$ cat src/lsled_pkg.sv
// Purpose: Constants and types for the unit status lamp driver
// Assumes: 125 MHz unit clock, asynchronous active-low reset
// Notes: Overview list below; lamp patterns built from a 0.25 s tick
//
// Overview of operation
// - Three lamps: communication, alarm, fuse
// - Normal blink: 0.5 s on, 0.5 s off
// - Long blink: 1.5 s on, 0.5 s off
// - Short blink: 0.5 s on, 1.5 s off
// - Fast blink: 0.25 s on, 0.25 s off
// - Comm lamp steady on before communication
// - Comm halted by alarm: fast blink
// - Communicating: legacy 1:3, newer 1:1 or 3:1
// - Alarm lamp reflects local or downstream alarms
// - Hardware alarm: alarm lamp steady on
// - Newer mode: signal broken downstream connection
// - Broken downstream connection uses 1:1 blink
// - Downstream power loss: 3:1 blink (newer mode only)
// - Status alarm: 1:3 blink (newer mode only)
// - Master commanded alarm: fast blink
// - Fuse lamp follows fuse-blown indication
package lsled_pkg;
  localparam int unsigned CLK_HZ = 125_000_000;
  localparam int unsigned TICK_MS = 250;
  localparam int unsigned TICK_CYC = CLK_HZ / 1000 * TICK_MS;
  localparam int unsigned PHASE_W = 3;
  // Phase counts 0..7, each 0.25 s; full period 2 s
  localparam logic [PHASE_W-1:0] PH_LAST = 3'h7;

  typedef enum logic [2:0] {
    LSLED_OFF  = 3'h0,
    LSLED_ON   = 3'h1,
    LSLED_B11  = 3'h3,
    LSLED_B31  = 3'h2,
    LSLED_B13  = 3'h6,
    LSLED_BFAST = 3'h7
  } lsled_pat_t;

  // Lamp level for a pattern at a given phase
  function automatic logic lsled_lit(lsled_pat_t p, logic [PHASE_W-1:0] ph);
    logic r;
    r = 1'b0;
    unique case (p)
      LSLED_OFF: r = 1'b0;
      LSLED_ON: r = 1'b1;
      LSLED_B11: r = ~ph[1];
      LSLED_B31: r = ~(ph[2] & ph[1]);
      LSLED_B13: r = ~(ph[2] | ph[1]);
      LSLED_BFAST: r = ~ph[0];
      default: r = 1'b0;
    endcase
    return r;
  endfunction
endpackage

$ cat src/lsled_top.sv
// Purpose: Drives communication, alarm and fuse lamps of one unit
// Assumes: Status inputs come from unit pins, so they are synchronised
// Notes: Pattern phases are shared so lamps blink in step
module lsled_top #(
  parameter int unsigned TICK_CYC = lsled_pkg::TICK_CYC
) (
  // Clock and reset
  input wire logic clk_i,
  input wire logic rstn_i,
  // Link state
  input wire logic newer_mode_i,
  input wire logic comm_active_i,
  input wire logic comm_halt_i,
  input wire logic safety_mon_i,
  // Alarm sources and fuse indication
  input wire logic hw_alarm_i,
  input wire logic master_alarm_i,
  input wire logic down_break_i,
  input wire logic down_pwr_fail_i,
  input wire logic status_alarm_i,
  input wire logic fuse_blown_i,
  // Lamps
  output logic comm_lamp_o,
  output logic alarm_lamp_o,
  output logic fuse_lamp_o
);
  localparam int unsigned NIN = 10;
  logic [NIN-1:0] raw;
  logic [NIN-1:0] s1_q;
  logic [NIN-1:0] s2_q;
  logic [lsled_pkg::PHASE_W-1:0] phase;
  lsled_pkg::lsled_pat_t comm_pat;
  lsled_pkg::lsled_pat_t alarm_pat;
  logic newer, active, halt, safe, hw, mst, brk, pwr, sts, fuse;

  assign raw = {newer_mode_i, comm_active_i, comm_halt_i, safety_mon_i,
                hw_alarm_i, master_alarm_i, down_break_i, down_pwr_fail_i,
                status_alarm_i, fuse_blown_i};

  // Pins are asynchronous to the unit clock
  always_ff @(posedge clk_i or negedge rstn_i) begin
    if (!rstn_i) begin
      s1_q <= '0;
      s2_q <= '0;
    end else begin
      s1_q <= raw;
      s2_q <= s1_q;
    end
  end

  assign {newer, active, halt, safe, hw, mst, brk, pwr, sts, fuse} = s2_q;

  // Two flops per pin; no logic may tap the first stage
  sync_depth_a: assert property (
    @(posedge clk_i) disable iff (!rstn_i)
    rstn_i
    |-> ##2 s2_q == $past(raw, 2))
    else $error("pin synchroniser depth wrong");

  lsled_tick #(.TICK_CYC(TICK_CYC)) u_tick (
    .clk_i(clk_i),
    .rstn_i(rstn_i),
    .phase_o(phase)
  );

  // Halt outranks running traffic so the alarm cause is visible
  always_comb begin
    if (halt) begin
      comm_pat = lsled_pkg::LSLED_BFAST;
    end else if (active && !newer) begin
      comm_pat = lsled_pkg::LSLED_B13;
    end else if (active && safe) begin
      comm_pat = lsled_pkg::LSLED_B31;
    end else if (active) begin
      comm_pat = lsled_pkg::LSLED_B11;
    end else begin
      comm_pat = lsled_pkg::LSLED_ON;
    end
  end

  // Release edge excluded: the lamp flop is still in reset there
  idle_on_a: assert property (
    @(posedge clk_i) disable iff (!rstn_i)
    rstn_i && !halt && !active
    |=> comm_lamp_o)
    else $error("comm lamp dark before communication");

  halt_fast_a: assert property (
    @(posedge clk_i) disable iff (!rstn_i)
    halt
    |=> comm_lamp_o == !$past(phase[0]))
    else $error("halted comm lamp not fast blink");

  legacy_run_a: assert property (
    @(posedge clk_i) disable iff (!rstn_i)
    active && !halt && !newer
    |=> comm_lamp_o == ($past(phase[2:1]) == 2'h0))
    else $error("legacy comm lamp not 1:3 blink");

  newer_run_a: assert property (
    @(posedge clk_i) disable iff (!rstn_i)
    active && !halt && newer && !safe
    |=> comm_lamp_o == !$past(phase[1]))
    else $error("newer comm lamp not 1:1 blink");

  safety_run_a: assert property (
    @(posedge clk_i) disable iff (!rstn_i)
    active && !halt && newer && safe
    |=> comm_lamp_o == !($past(phase[2]) && $past(phase[1])))
    else $error("safety comm lamp not 3:1 blink");

  // Local hardware fault first; downstream faults only in newer mode
  always_comb begin
    if (hw) begin
      alarm_pat = lsled_pkg::LSLED_ON;
    end else if (mst) begin
      alarm_pat = lsled_pkg::LSLED_BFAST;
    end else if (newer && brk) begin
      alarm_pat = lsled_pkg::LSLED_B11;
    end else if (newer && pwr) begin
      alarm_pat = lsled_pkg::LSLED_B31;
    end else if (newer && sts) begin
      alarm_pat = lsled_pkg::LSLED_B13;
    end else begin
      alarm_pat = lsled_pkg::LSLED_OFF;
    end
  end

  hw_steady_a: assert property (
    @(posedge clk_i) disable iff (!rstn_i)
    hw
    |=> alarm_lamp_o)
    else $error("hardware alarm lamp not steady on");

  master_fast_a: assert property (
    @(posedge clk_i) disable iff (!rstn_i)
    !hw && mst
    |=> alarm_lamp_o == !$past(phase[0]))
    else $error("master alarm not fast blink");

  break_blink_a: assert property (
    @(posedge clk_i) disable iff (!rstn_i)
    !hw && !mst && newer && brk
    |=> alarm_lamp_o == !$past(phase[1]))
    else $error("broken link alarm not 1:1 blink");

  pwr_blink_a: assert property (
    @(posedge clk_i) disable iff (!rstn_i)
    !hw && !mst && newer && !brk && pwr
    |=> alarm_lamp_o == !($past(phase[2]) && $past(phase[1])))
    else $error("power loss alarm not 3:1 blink");

  status_blink_a: assert property (
    @(posedge clk_i) disable iff (!rstn_i)
    !hw && !mst && newer && !brk && !pwr && sts
    |=> alarm_lamp_o == ($past(phase[2:1]) == 2'h0))
    else $error("status alarm not 1:3 blink");

  // Legacy units cannot report downstream faults, so they stay dark
  legacy_quiet_a: assert property (
    @(posedge clk_i) disable iff (!rstn_i)
    !hw && !mst && !newer
    |=> !alarm_lamp_o)
    else $error("legacy alarm lamp lit by downstream fault");

  alarm_dark_a: assert property (
    @(posedge clk_i) disable iff (!rstn_i)
    !hw && !mst && !brk && !pwr && !sts
    |=> !alarm_lamp_o)
    else $error("alarm lamp lit without alarm");

  hw_first_a: assert property (
    @(posedge clk_i) disable iff (!rstn_i)
    hw && (mst || brk || pwr || sts)
    |=> alarm_lamp_o)
    else $error("hardware alarm outranked");

  master_outranks_a: assert property (
    @(posedge clk_i) disable iff (!rstn_i)
    !hw && mst && newer && (brk || pwr || sts)
    |=> alarm_lamp_o == !$past(phase[0]))
    else $error("master alarm outranked by downstream fault");

  // Three separate lamp flops
  always_ff @(posedge clk_i or negedge rstn_i) begin
    if (!rstn_i) begin
      comm_lamp_o <= 1'b0;
    end else begin
      comm_lamp_o <= lsled_pkg::lsled_lit(comm_pat, phase);
    end
  end

  always_ff @(posedge clk_i or negedge rstn_i) begin
    if (!rstn_i) begin
      alarm_lamp_o <= 1'b0;
    end else begin
      alarm_lamp_o <= lsled_pkg::lsled_lit(alarm_pat, phase);
    end
  end

  always_ff @(posedge clk_i or negedge rstn_i) begin
    if (!rstn_i) begin
      fuse_lamp_o <= 1'b0;
    end else begin
      fuse_lamp_o <= fuse;
    end
  end

  // Fuse needs no pattern, only the output flop
  fuse_follow_a: assert property (
    @(posedge clk_i) disable iff (!rstn_i)
    ##1 fuse_lamp_o == $past(fuse))
    else $error("fuse lamp does not follow fuse input");

  // Lamps may move only when the phase or a pin moved
  lamp_steady_a: assert property (
    @(posedge clk_i) disable iff (!rstn_i)
    rstn_i && $past(rstn_i) && $stable(phase) && $stable(s2_q)
    |=> $stable(comm_lamp_o) && $stable(alarm_lamp_o))
    else $error("lamp changed between ticks");
endmodule

$ cat src/lsled_tick.sv
// Purpose: Free-running 0.25 s tick and pattern phase counter
// Assumes: Single unit clock
// Notes: Phase restarts at zero after reset
module lsled_tick #(
  parameter int unsigned TICK_CYC = lsled_pkg::TICK_CYC
) (
  // Clock and reset
  input wire logic clk_i,
  input wire logic rstn_i,
  // Phase out
  output logic [lsled_pkg::PHASE_W-1:0] phase_o
);
  logic [26:0] cnt_q;

  always_ff @(posedge clk_i or negedge rstn_i) begin
    if (!rstn_i) begin
      cnt_q <= 27'h0;
    end else if (cnt_q == 27'(TICK_CYC - 1)) begin
      cnt_q <= 27'h0;
    end else begin
      cnt_q <= cnt_q + 27'h1;
    end
  end

  always_ff @(posedge clk_i or negedge rstn_i) begin
    if (!rstn_i) begin
      phase_o <= '0;
    end else if (cnt_q == 27'(TICK_CYC - 1)) begin
      phase_o <= phase_o + 3'h1;
    end
  end

  tick_wrap_a: assert property (
    @(posedge clk_i) disable iff (!rstn_i)
    cnt_q == 27'(TICK_CYC - 1)
    |=> cnt_q == 27'h0)
    else $error("tick counter did not wrap");

  phase_step_a: assert property (
    @(posedge clk_i) disable iff (!rstn_i)
    cnt_q == 27'(TICK_CYC - 1)
    |=> phase_o == $past(phase_o) + 3'h1)
    else $error("phase did not advance on tick");

  phase_hold_a: assert property (
    @(posedge clk_i) disable iff (!rstn_i)
    cnt_q != 27'(TICK_CYC - 1)
    |=> $stable(phase_o))
    else $error("phase moved between ticks");
endmodule

$ cat config.mk
export PLATFORM = sky130hd
export DESIGN_NAME = lsled_top
export DESIGN_NICKNAME = d
export VERILOG_FILES = /design/src/lsled_pkg.sv /design/src/lsled_top.sv /design/src/lsled_tick.sv
export SDC_FILE = /design/constraint.sdc
export NUM_CORES = 1
export LEC_CHECK = 0
export BUFFER_PORTS_ARGS = -buffer_cell sky130_fd_sc_hd__buf_2
export CAP_MARGIN = 10
export CORE_ASPECT_RATIO = 2
export CORE_MARGIN = 4
export CORE_UTILIZATION = 63
export DETAILED_ROUTE_END_ITERATION = 12
export GPL_TIMING_DRIVEN = 0
export HOLD_SLACK_MARGIN = 0.02
export PLACE_DENSITY = 0.83
export RECOVER_POWER = 100
export SYNTH_ARGS = -nofsm -noshare
export SYNTH_HDL_FRONTEND = slang
export SYNTH_SLANG_ARGS = --single-unit
$ cat constraint.sdc
create_clock -name clk_i -period 4.7 [get_ports clk_i]
set_clock_uncertainty 0.1 [all_clocks]
set_input_delay 0.235 -clock clk_i [delete_from_list [all_inputs] [get_ports clk_i]]
set_output_delay 0.235 -clock clk_i [all_outputs]
set_load 0.03 [all_outputs]
* Yosys cells after proc, flatten, opt, wreduce, memory -nomap -nowiden
Cells that the tools add are included.
** Storage, ports and cells
- Output and inout bits :: 3
- Input port bits :: 12
- Word-level logic and storage cells :: 44
- Register bits :: 53
** Cells by class
- Reduce and logical (&&, ||, !) cells :: 6
- Bitwise operators :: 6
- Eq/ne operators :: 11
- Mux-type cells :: 12
- $add $sub $neg :: 2
** Operator list (number)
- $add A27 B1 Y27 const B :: 1
- $eq A27 B25 Y1 const B :: 1
- $mux W27 :: 1
- $mux W3 :: 7
- $eq A3 B2 Y1 const B :: 4
- $eq A3 B3 Y1 const B :: 4
- $pmux W1 S5 :: 2
- $eq A3 B1 Y1 const B :: 2
- $logic_and A1 B1 Y1 :: 5
- $mux W2 :: 2
- $not A1 Y1 :: 4
- $add A3 B1 Y3 const B :: 1
- $and A1 B1 Y1 :: 1
- $logic_not A1 Y1 :: 1
- $or A1 B1 Y1 :: 1

* Longest topological paths before layout
Gate-level depths: netlist (run 1).
- Depth in word-level cells :: 8
- Depth in mapped cells :: 6
- Depth with buffers taken out :: 5

* Hierarchy
Synthesis (run 1) repeated with hierarchy kept, for this count alone.
** Unflattened totals
- Cells, all modules :: 169
- Area total of the unflattened synthesis :: 2078.2 um^2
** By module, submodules not included
- lsled_tick :: sequential area each 750.7 um^2, area an instance 1422.6 um^2, cells each 133, times used 1
- lsled_top :: sequential area each 575.6 um^2, area an instance 655.6 um^2, cells each 36, times used 1

* Worst setup path before layout (run 1)
Ideal clock, no wire load.
- Path type :: flip-flop to flip-flop
- Start :: register u_tick.cnt_q[0]
- End :: register u_tick.phase_o[1] in the netlist's numbering
- Path buffers :: 0
- Slack :: 2.606 ns
- Stages on the path, launching flop included :: 6
- Library setup time :: 0.128 ns
- Data required time :: 4.472 ns
- Arrival :: 1.866 ns
- Period minus slack after synthesis :: 2.094 ns
- Cells stage by stage :: dfrtp_1 -> ha_1 -> nand4_1 -> or4_1 -> nor2_4 -> mux2_1
** On the way
- Cells in the longest elaborated chain, start to end :: 1
** Ends and longest elaborated chain
- start, declared :: line lsled_tick.sv:13 : logic [26:0] cnt_q;
- start signal, assigned :: line lsled_tick.sv:21 : cnt_q <= cnt_q + 27'h1;
- $eq A27 B25 Y1 :: line lsled_tick.sv:28 : end else if (cnt_q == 27'(TICK_CYC - 1)) begin
- end signal, assigned :: line lsled_tick.sv:29 : phase_o <= phase_o + 3'h1;
- end, declared :: line lsled_tick.sv:11 : output logic [lsled_pkg::PHASE_W-1:0] phase_o
No other way between the ends.
A chain may end at the register's enable or synchronous reset.

* Worst setup path in the final report (run 1)
- Start :: register u_tick.cnt_q[0]
- End :: register u_tick.cnt_q[0]
** On the way
- Cells in the longest elaborated chain, start to end :: 2
- Elaborated cells on any way between the ends :: 3
- Those cells by class :: add/sub: 1; eq/ne: 1; mux: 1
** Ends and longest elaborated chain
- $add A27 B1 Y27 / $eq A27 B25 Y1 (equally long branches) :: line lsled_tick.sv:21, lsled_tick.sv:18
- $mux W27 (*) :: line lsled_tick.sv:18 : end else if (cnt_q == 27'(TICK_CYC - 1)) begin
Mark *: on every way between the ends. The rest lies on a longest branch, timed or not.

==> impl_metrics.yaml, run 1 <==
clock_tree:
  cts-resized-gates: 0
  h-tree-depth: 2
  clk_transition_reported_paths_ps: 90
  numCtsBuffers: 5
  clock-root-buffer: "sky130_fd_sc_hd__clkbuf_8"
  tritoncts: "built"
  clk_latency_ps: 300
  cts_num_sinks: 53
  clockBufferDepth: 2
  buffers_inserted_by_post_cts_timing_repair: 0
detailed_routing:
  detail_route.wl_per_cell_um: 17.3
  via_count_normalized_by_instance_count: 5.94
  route.detailed.drc: 0
  ant_nets: 0
  routed_wirelength_mm: 4.16
  vias: 1425
  detailedRoute.firstPassIterationCount: 4
  dr.first_iter.drc_count: 44
worst_setup_path:
  timing.critical_path.required_ps: 4760
  timing.critical_path.cells: "ha_1 > nand4_1 > or4_1 > nor2_1 > clkbuf_1 > nor2_1"
  worstSetupEndpointType: "flop"
  critPathArrivalTime_ps: 3020
  critical_path_class: "flop to flop"
  critical_path_top_delay_cell: "sky130_fd_sc_hd__or4_1"
  critical_path_launch_point_type: "flop"
  critical_path.most_common_cell: "sky130_fd_sc_hd__nor2_1"
  critical_path.max_fanout: 10
  max_stage_delay_ps: 680
yosys:
  post_synthesis_cell_type_count: 36
  synth_seq_cells: 53
  yosys.area_share.adder_pct: 1.16
  yosys.area_share.xor_xnor_pct: 8.56
  synth.cell_area_sq_mm: 0.00215
  muxShareOfSynthArea_pct: 1.92
  dominant_combinational_cell_family_by_area_after_synthesis: "simple AND/OR/NAND/NOR gates"
  netlist_instances: 178
  async_flop_share_pct: 100
  yosys_warnings: 0
  post_synthesis_compound_gate_area_fraction_pct: 4.66
  basic_gate_share_of_the_synthesized_area_counting_and_or_nand_and_nor_cells_pct: 19.2
  post_synth.cell_area_avg_sq_um: 12.1
  synth_enable_flop_cells: 0
  synth_seq_area_share_pct: 61.7
  synth_ff_type: "sky130_fd_sc_hd__dfrtp_1"
  synth_nets: 192
cells_and_area:
  final_net_count: 223
  layout.cells.most_common_list: "sky130_fd_sc_hd__dfrtp_1 (53), sky130_fd_sc_hd__xnor2_1 (15), sky130_fd_sc_hd__nor2_1 (14)"
  layout-drive-gt1-share_pct: 11.0
  syn2layout_area_growth_pct: 11.5
  layout.area.seq_sq_mm: 0.00133
  final_design_area_no_fill_sq_mm: 0.00240
  num_antenna_cells: 0
  mostFrequentLayoutCell: "sky130_fd_sc_hd__dfrtp_1"
  area_of_combinational_cells_with_multiple_inputs_sq_um: 733
  fillerInstances: 217
grt:
  globalRouteOverflowTotal: 0
  grt_start_max_net_pins: 54
  grt_pass1_vias: 1597
  first_pass_grt_wire_length_mm: 7.38
  grt_antenna_before_repair: 0
  grt_util_all_layers_pct: 21.3
placed_design:
  routabilityCongestion: 0.912
  place.port_buffers: 14
  dpl_cell_area_sq_mm: 0.00226
  dp_hpwl_mm: 2.65
power:
  power.sequential.fraction_pct: 63.5
  power_per_cell_area_mw_per_mm2: 308
  clockPowerShare_pct: 33.4
  power.leakage_nw: 1.02
  switching_part_of_the_total_power_pct: 21.7
  comb_power_share_pct: 3.1
  ir_worst_vdd_v: 0.000316
  internal-power_mw: 0.578
  power_switching_mw: 0.160
sta:
  max_freq_ghz: 0.338
  timing_worst_slew_pin_value_ps: 2600
  post-route-min-period_ps: 2960
  max_slew_margin_pct: -73.1
  hold_viol_final: 0
  grt_setup_unrepaired: "no"
  setup_viol: 0
  final.setup.tns_ps: 0
  finalCritPeriodShare_pct: 63.0
  final_max_slew_viol_count: 54
floorplanning:
  ioPinCount: 15
  placement_rows: 29
  initial_standard_cell_utilization_of_the_core_pct: 66.6
  die_width_um: 49.3
  core_area_sq_mm: 0.00323
  dieArea_sq_mm: 0.00447
  die_h_um: 90.6
status:
  violations: "capacitance limit, slew limit"
  outcome: "finished with violations"
min_path:
  hp-class: "flop to flop"
job:
  drv.max_cap_violation_count: 1
## path summary, 6_finish.rpt
path	endpoint	cells past startpoint	slack [ps]	start
worst max-delay path	u_tick.cnt_q[0]	6	1740	u_tick.cnt_q[0]
worst min-delay path	s2_q[3]	0	260	s1_q[3]
worst max register to register	u_tick.cnt_q[0]	6	1740	u_tick.cnt_q[0]
worst min register to register	s2_q[3]	0	260	s1_q[3]
max in group asynchronous	s2_q[2]	1	2400	rstn_i
min in group asynchronous	s1_q[5]	1	640	rstn_i
## through the flow
step | setup slack (ps) | hold WS [ps] | utilization [%] | power (mW) | std cells
floorplan | 2610 | -161 | - | 0.480 | 178
global placement | 2340 | 232 | 69.9 | 0.493 | 223
detailed placement | 2250 | 235 | 69.9 | 0.495 | 223
global route | 1550 | 266 | 74.2 | 0.766 | 240
finish | 1740 | 257 | 74.2 | 0.737 | 240
CTS | 2230 | 79.5 | 75.7 | 0.739 | 240
## critical path, delay by kind of cell (launching register included)
family	cells	cell delay [ps]
buffers and inverters	1	480
adder cells (fa/ha/maj)	1	240
flip-flops	1	440
AND/OR/NAND/NOR	4	1560
## kinds of logic (layout without fill, tap and decap cells)
kind of cell	Yosys count	after routing
compound gates	17	17
simple gates	68	68
mux	4	4
flops	53	53
buf+inv	13	44
fa+ha+maj	2	2
xor+xnor	21	21
## layer usage
layer	track usage (%)	part of all wire, %
met2	39.2	58
met3	3.31	2.2
met4	6.18	1.0
met1	24.5	39
met5	0	0
## synthesized netlist by cell type, types with 3 or more instances
cell,n,area (sq um)
sky130_fd_sc_hd__dfrtp_1,53,1330
sky130_fd_sc_hd__xnor2_1,15,131
sky130_fd_sc_hd__nor2_1,13,48.8
sky130_fd_sc_hd__inv_1,10,37.5
sky130_fd_sc_hd__o21ai_0,9,45.0
sky130_fd_sc_hd__nand3_1,8,40.0
sky130_fd_sc_hd__nor3_1,8,40.0
sky130_fd_sc_hd__nand2_1,7,26.3
sky130_fd_sc_hd__nand4_1,7,43.8
sky130_fd_sc_hd__xor2_1,6,52.6
sky130_fd_sc_hd__nor4_1,4,25.0
sky130_fd_sc_hd__a21oi_1,3,15.0
sky130_fd_sc_hd__mux2i_1,3,30.0
sky130_fd_sc_hd__or2_2,3,18.8
sky130_fd_sc_hd__or3_1,3,18.8
## cell type report
| type | instances | share of cell area, % |
|---|---|---|
| plain buffers | 3 | 0.470 |
| clock buffers | 5 | 2.87 |
| clock inverters | 2 | 0.679 |
| inverters | 10 | 1.57 |
| multi-input cells | 112 | 30.6 |
| flip-flops and latches | 53 | 55.4 |
| well taps | 31 | 1.62 |
| repair buffers | 24 | 6.84 |
## power groups by stage
| stage | sequential [mW] | clock, mW | combinational [mW] |
|---|---|---|---|
| finish | 0.468 | 0.246 | 0.0231 |
| global route | 0.469 | 0.270 | 0.0263 |
| CTS | 0.468 | 0.247 | 0.0240 |
| detailed placement | 0.477 | 0 | 0.0176 |
| global placement | 0.477 | 0 | 0.0166 |
| floorplan | 0.478 | 0 | 0.00145 |
## state kept, by name, indices dropped and copies added (netlist names)
| register | count |
|---|---|
| u_tick.phase_o | 3 |
| s2_q | 10 |
| u_tick.cnt_q | 27 |
| comm_lamp_o | 1 |
| s1_q | 10 |
| fuse_lamp_o | 1 |
| alarm_lamp_o | 1 |
## repair_timing
item,CTS,global route
hold buffers,10,0
hold endpoints to repair,10,0
endpoints found under the setup margin,0,0
No activity file was read; power rests on OpenSTA's default activity.
==> run 2, diff against run 1 <==
Settings changed: ABC_AREA set to 1, CORE_UTILIZATION 63 to 60, PLACE_DENSITY 0.83 to 0.79.
Clock period 4.7 ns to 2.95 ns, I/O delays scaled along.
==> impl_metrics.yaml, run 2 <==
yosys:
  synth_seq_area_share_pct: 53.1
  post-synth-top-count-cell: "sky130_fd_sc_hd__nand2_1"
  synth.top_cell.area_share_pct: 53.1
  post_synth_most_frequent_cells: "sky130_fd_sc_hd__nand2_1 (94), sky130_fd_sc_hd__dfrtp_1 (53), sky130_fd_sc_hd__nor2_1 (51), sky130_fd_sc_hd__inv_1 (35), sky130_fd_sc_hd__nand3_1 (19)"
  synthDominantAreaCellType: "sky130_fd_sc_hd__dfrtp_1"
  synth_ff_type: "sky130_fd_sc_hd__dfrtp_1"
  netlist_instances: 302
  synth.top_cells.by_area: "sky130_fd_sc_hd__dfrtp_1 (53%), sky130_fd_sc_hd__nand2_1 (14%), sky130_fd_sc_hd__nor2_1 (7.7%)"
  yosys_warnings: 0
  post_synthesis_cell_type_count: 25
  post_synth.cell_area_avg_sq_um: 8.27
  synth_enable_flop_cells: 0
  synth.cell_area_sq_mm: 0.00250
  synth_seq_cells: 53
  async_flop_share_pct: 100
  synth_nets: 316
worst_setup_path:
  worstRegToRegCells: 9
  worstSetupStartpoint: "u_tick.cnt_q[0]"
  critical_path.most_common_cell: "sky130_fd_sc_hd__nor2_1"
  worstReg2RegStart: "u_tick.cnt_q[0]"
  critical_path.max_fanout: 10
  timing.critical_path.to: "u_tick.cnt_q[24]"
  max_stage_delay_ps: 440
  worstSetupEndpointType: "flop"
  timing.rr.end: "u_tick.cnt_q[24]"
  timing.critical_path.required_ps: 3090
  timing.critical_path.cells: "ha_1 > nand3_1 > clkinvlp_2 > nand2_4 > nor2_1 > nand2_1 > clkinv_2 > buf_8 > nor2_1"
  critical_path_launch_point_type: "flop"
  critical_path_top_delay_cell: "sky130_fd_sc_hd__dfrtp_1"
  ff2ff_setup_slack_ps: 830
  critical_path_class: "flop to flop"
  critPathArrivalTime_ps: 2260
grt:
  grt_start_max_net_pins: 54
  grt_antenna_before_repair: 0
  grt_pass1_vias: 1932
  first_pass_grt_wire_length_mm: 8.67
  globalRouteOverflowTotal: 0
  grt_util_all_layers_pct: 22.8
min_path:
  hp-class: "flop to flop"
cells_and_area:
  fillerInstances: 365
  mostFrequentLayoutCell: "sky130_fd_sc_hd__nand2_1"
  layout.cells.most_common_list: "sky130_fd_sc_hd__nand2_1 (95), sky130_fd_sc_hd__nor2_1 (60), sky130_fd_sc_hd__dfrtp_1 (53)"
  syn2layout_area_growth_pct: 11.0
  num_antenna_cells: 0
  biggestRegsByFlops: "u_tick.cnt_q (27), s1_q (10), s2_q (10)"
  largest-register: "u_tick.cnt_q"
  final_design_area_no_fill_sq_mm: 0.00277
  final_net_count: 349
  largest_register_ffs: 27
  layout-drive-gt1-share_pct: 8.96
floorplanning:
  die_width_um: 53.6
  dieArea_sq_mm: 0.00532
  placement_rows: 33
  die_h_um: 99.2
  core_area_sq_mm: 0.00405
  initial_standard_cell_utilization_of_the_core_pct: 61.7
  ioPinCount: 15
detailed_routing:
  ant_nets: 0
  detailedRoute.firstPassIterationCount: 4
  detail_route.wl_per_cell_um: 13.3
  dr.first_iter.drc_count: 59
  via_count_normalized_by_instance_count: 5.00
  vias: 1936
  route.detailed.drc: 0
  routed_wirelength_mm: 5.13
placed_design:
  routabilityCongestion: 0.972
  place.port_buffers: 14
  dp_hpwl_mm: 3.81
  dpl_cell_area_sq_mm: 0.00263
sta:
  final_max_slew_viol_count: 0
  setup_viol: 0
  hold_viol_final: 0
  grt_setup_unrepaired: "no"
  max_slew_margin_pct: 35.6
  final.setup.tns_ps: 0
  timing_worst_slew_pin_value_ps: 965
  post-route-min-period_ps: 2120
  max_freq_ghz: 0.472
  finalCritPeriodShare_pct: 71.8
power:
  comb_power_share_pct: 3.4
  internal-power_mw: 0.944
  power.sequential.fraction_pct: 62.5
  power_switching_mw: 0.251
  ir_worst_vdd_v: 0.000313
  clockPowerShare_pct: 34.0
  power.leakage_nw: 1.34
  switching_part_of_the_total_power_pct: 21.0
  power_per_cell_area_mw_per_mm2: 431
clock_tree:
  cts_num_sinks: 53
  cts-resized-gates: 0
  clockBufferDepth: 2
  clk_transition_reported_paths_ps: 80
  h-tree-depth: 2
  tritoncts: "built"
  clk_latency_ps: 310
  numCtsBuffers: 5
  clock-root-buffer: "sky130_fd_sc_hd__clkbuf_8"
status:
  outcome: "complete, no violations"
job:
  drv.max_cap_violation_count: 0
-- run 2: cell count changes after synthesis, moves of 11 or more --
cell | before | now
sky130_fd_sc_hd__nand2_1 | 7 | 94
sky130_fd_sc_hd__nor2_1 | 13 | 51
sky130_fd_sc_hd__inv_1 | 10 | 35
sky130_fd_sc_hd__xnor2_1 | 15 | 2
sky130_fd_sc_hd__nor2_2 | 0 | 12
sky130_fd_sc_hd__nand3_1 | 8 | 19
-- run 2: area by class of cell --
type | count | area, sq um | share of cell area, %
multi-input cells | 210 | 950 | 34.3
inverters | 38 | 145 | 5.24
flip-flops and latches | 53 | 1330 | 47.9
clock buffers | 6 | 82.6 | 2.98
clock inverters | 1 | 7.51 | 0.271
well taps | 52 | 65.1 | 2.35
repair buffers | 26 | 180 | 6.50
plain buffers | 1 | 15.0 | 0.542
-- run 2: repair_timing --
item / in CTS / in global routing
hold endpoints to repair: 63 / 0
hold buffers: 11 / 0
endpoints found under the setup margin: 0 / 0
buffers inserted: 0 / 0
-- run 2: worst min-delay path by stage --
stage / to / slack (ps) / depth (start not counted) / startpoint
6_report: s2_q[9] / 260 / 0 / s1_q[9]
2_1_floorplan: alarm_lamp_o / -250 / 0 / rstn_i
4_1_cts: s2_q[0] / 260 / 0 / s1_q[0]
5_1_grt: s2_q[4] / 270 / 0 / s1_q[4]
3_5_place_dp: s1_q[3] / 160 / 1 / down_break_i
3_3_place_gp: s1_q[0] / 160 / 1 / fuse_blown_i
-- run 2: metal layers --
metal  GRT usage (%)  share of wire (%)  vias to the layer above
li1                -                  -                      973
met1            22.5                 35                      901
met2            39.4                 55                       37
met3            4.80                2.7                       25
met4            16.7                7.1                        0
met5               0                  0                        -
-- run 2: cells by family (layout without fill, tap and decap cells) --
family | count (synthesis) | in the layout | share of synthesized area (%)
buffers and inverters | 39 | 72 | 6.56
flip-flops | 53 | 53 | 53.1
adder cells (fa/ha/maj) | 2 | 2 | 1.00
XOR/XNOR | 14 | 14 | 4.91
AO/OA/AOI/OAI | 7 | 7 | 1.60
AND/OR/NAND/NOR | 187 | 187 | 32.8
-- run 2: per-stage QoR --
stage / power, mW / cells / hold slack [ps] / setup WS, ps / utilization, %
floorplan: 0.767 / 302 / -248 / 1380 / -
global placement: 0.791 / 368 / 155 / 1210 / 65.1
detailed placement: 0.793 / 368 / 157 / 1170 / 65.1
CTS: 1.21 / 386 / 264 / 1150 / 70.0
global route: 1.24 / 387 / 269 / 651 / 68.5
finish: 1.19 / 387 / 260 / 831 / 68.5
-- run 2: power by group through the flow --
stage / clock network, mW / registers, mW / logic (mW)
after floorplan: 0 / 0.763 / 0.00351
after global placement: 0 / 0.761 / 0.0295
after detailed placement: 0 / 0.762 / 0.0306
after CTS: 0.420 / 0.747 / 0.0419
after global routing: 0.447 / 0.749 / 0.0462
final: 0.407 / 0.747 / 0.0410
-- run 2: worst max-delay path: cells and delay by family, from the launching register on --
family / cells / cell delay, ps
fa+ha+maj: 1 / 250
simple gates: 5 / 660
buf+inv: 3 / 600
flops: 1 / 440
==> run 3, diff against run 2 <==
Clock period 2.95 ns to 2.2 ns, I/O delays scaled along.
==> impl_metrics.yaml, run 3 (same netlist as run 2, synthesis figures left out) <==
status:
  outcome: "complete, no violations"
sta:
  timing.final.ws_setup_ps: 297
  final_max_slew_viol_count: 0
  hold_viol_final: 0
  max_slew_margin_pct: 29.7
  setup_viol: 0
  grt_setup_unrepaired: "no"
  max_freq_ghz: 0.525
  finalCritPeriodShare_pct: 86.5
  timing_worst_slew_pin_value_ps: 1050
  fin_worst_hold_slack_ps: 261
  final.setup.tns_ps: 0
  post-route-min-period_ps: 1900
grt:
  grt_pass1_vias: 1932
  grt_util_all_layers_pct: 22.8
  grt_start_max_net_pins: 54
  grtUsageMet1_pct: 22.5
  grt_util_met2_pct: 39.4
  global_route_track_usage_on_met3_pct: 4.80
  grt_antenna_before_repair: 0
  top_usage_layer_grt: "met2"
  globalRouteOverflowTotal: 0
  first_pass_grt_wire_length_mm: 8.67
detailed_routing:
  route.detailed.drc: 0
  detail_route.wl_per_cell_um: 13.3
  dr.first_iter.drc_count: 65
  detailedRoute.firstPassIterationCount: 4
  routed_wirelength_mm: 5.13
  vias: 1924
  ant_nets: 0
  via_count_normalized_by_instance_count: 4.97
floorplanning:
  ioPinCount: 15
  core_area_sq_mm: 0.00405
  placement_rows: 33
  dieArea_sq_mm: 0.00532
  initial_standard_cell_utilization_of_the_core_pct: 61.7
  die_h_um: 99.2
  die_width_um: 53.6
job:
  drv.max_cap_violation_count: 0
power:
  power_switching_mw: 0.339
  power.sequential.fraction_pct: 62.3
  clockPowerShare_pct: 34.1
  internal-power_mw: 1.27
  power_per_cell_area_mw_per_mm2: 571
  power.leakage_nw: 1.35
  ir_worst_vdd_v: 0.000418
  comb_power_share_pct: 3.7
  switching_part_of_the_total_power_pct: 21.1
cells_and_area:
  largest-register: "u_tick.cnt_q"
  largest_register_ffs: 27
  biggestRegsByFlops: "u_tick.cnt_q (27), s1_q (10), s2_q (10)"
  num_antenna_cells: 0
  layout-drive-gt1-share_pct: 9.85
  syn2layout_area_growth_pct: 12.8
  final_design_area_no_fill_sq_mm: 0.00282
  fillerInstances: 356
  mostFrequentLayoutCell: "sky130_fd_sc_hd__nand2_1"
  final_net_count: 349
  layout.cells.most_common_list: "sky130_fd_sc_hd__nand2_1 (95), sky130_fd_sc_hd__nor2_1 (58), sky130_fd_sc_hd__dfrtp_1 (53)"
worst_setup_path:
  worstSetupEndpointType: "flop"
  critical_path_top_delay_cell: "sky130_fd_sc_hd__dfrtp_1"
  max_stage_delay_ps: 440
  critical_path_launch_point_type: "flop"
  critical_path.max_fanout: 10
  critical_path_class: "flop to flop"
  timing.critical_path.cells: "ha_1 > nand3_4 > clkinv_4 > nand2_4 > nor2_4 > nand2_2 > clkinvlp_2 > buf_8 > nor2_1"
  timing.critical_path.required_ps: 2340
  critPathArrivalTime_ps: 2050
clock_tree:
  tritoncts: "built"
  clk_transition_reported_paths_ps: 90
  cts-resized-gates: 0
  postCtsHoldBufs: 11
  clk_latency_ps: 310
  clockBufferDepth: 2
  buffers_inserted_by_post_cts_timing_repair: 0
  h-tree-depth: 2
  cts_num_sinks: 53
  clock-root-buffer: "sky130_fd_sc_hd__clkbuf_8"
  numCtsBuffers: 5
placed_design:
  routabilityCongestion: 0.972
  place.port_buffers: 14
  dp_hpwl_mm: 3.81
  dpl_cell_area_sq_mm: 0.00263
  place_ws_ps: 416
min_path:
  hp-class: "flop to flop"
[run 3: cell types whose count changed in the layout (fill, tap and decap cells not counted), sizes merged]
cell / before / now
buf: 11 / 12
clkbuf: 11 / 10
[run 3: power by group through the flow]
stage                     clock network [mW]  logic, mW  registers (mW)
after floorplan                            0    0.00470            1.02
after global placement                     0     0.0395            1.02
after detailed placement                   0     0.0410            1.02
after CTS                              0.564     0.0561            1.00
after global routing                   0.599     0.0656            1.00
final                                  0.548     0.0588            1.00
[run 3: metrics by stage]
| step | power (mW) | instances | utilization [%] |
|---|---|---|---|
| 6_report | 1.61 | 387 | 69.6 |
| 5_1_grt | 1.67 | 387 | 69.6 |
| 4_1_cts | 1.62 | 386 | 70.0 |
| 3_5_place_dp | 1.06 | 368 | 65.1 |
| 3_3_place_gp | 1.06 | 368 | 65.1 |
| 2_1_floorplan | 1.03 | 302 | - |
[run 3: path summary, 6_finish.rpt]
kind / startpoint / end / slack, ps / cells after the start
hold reg to reg: s1_q[9] / s2_q[9] / 260 / 0
setup / recovery: u_tick.cnt_q[0] / u_tick.cnt_q[24] / 300 / 9
max in group asynchronous: rstn_i / u_tick.cnt_q[24] / 880 / 3
hold / removal: s1_q[9] / s2_q[9] / 260 / 0
setup reg to reg: u_tick.cnt_q[0] / u_tick.cnt_q[24] / 300 / 9
min in group asynchronous: rstn_i / s1_q[0] / 400 / 2
[run 3: layer usage]
layer  vias up  wire length [um]
met4         0               367
li1        974                 -
met5         -                 0
met3        25               145
met1       891              1820
met2        34              2800
[run 3: critical path, delay by kind of cell, from the launching register on]
family	cells	cell delay (ps)
fa+ha+maj	1	270
buf+inv	3	530
flops	1	440
simple gates	5	470
[run 3: final cells by class]
type	instances	area (sq um)	area share, %
buffer	1	15.0	0.533
clock buffer	6	82.6	2.93
clock inverter	1	7.51	0.266
inverter	38	149	5.28
multi-input combinational	210	977	34.7
sequential	53	1330	47.1
tap	52	65.1	2.31
timing repair buffer	26	195	6.93
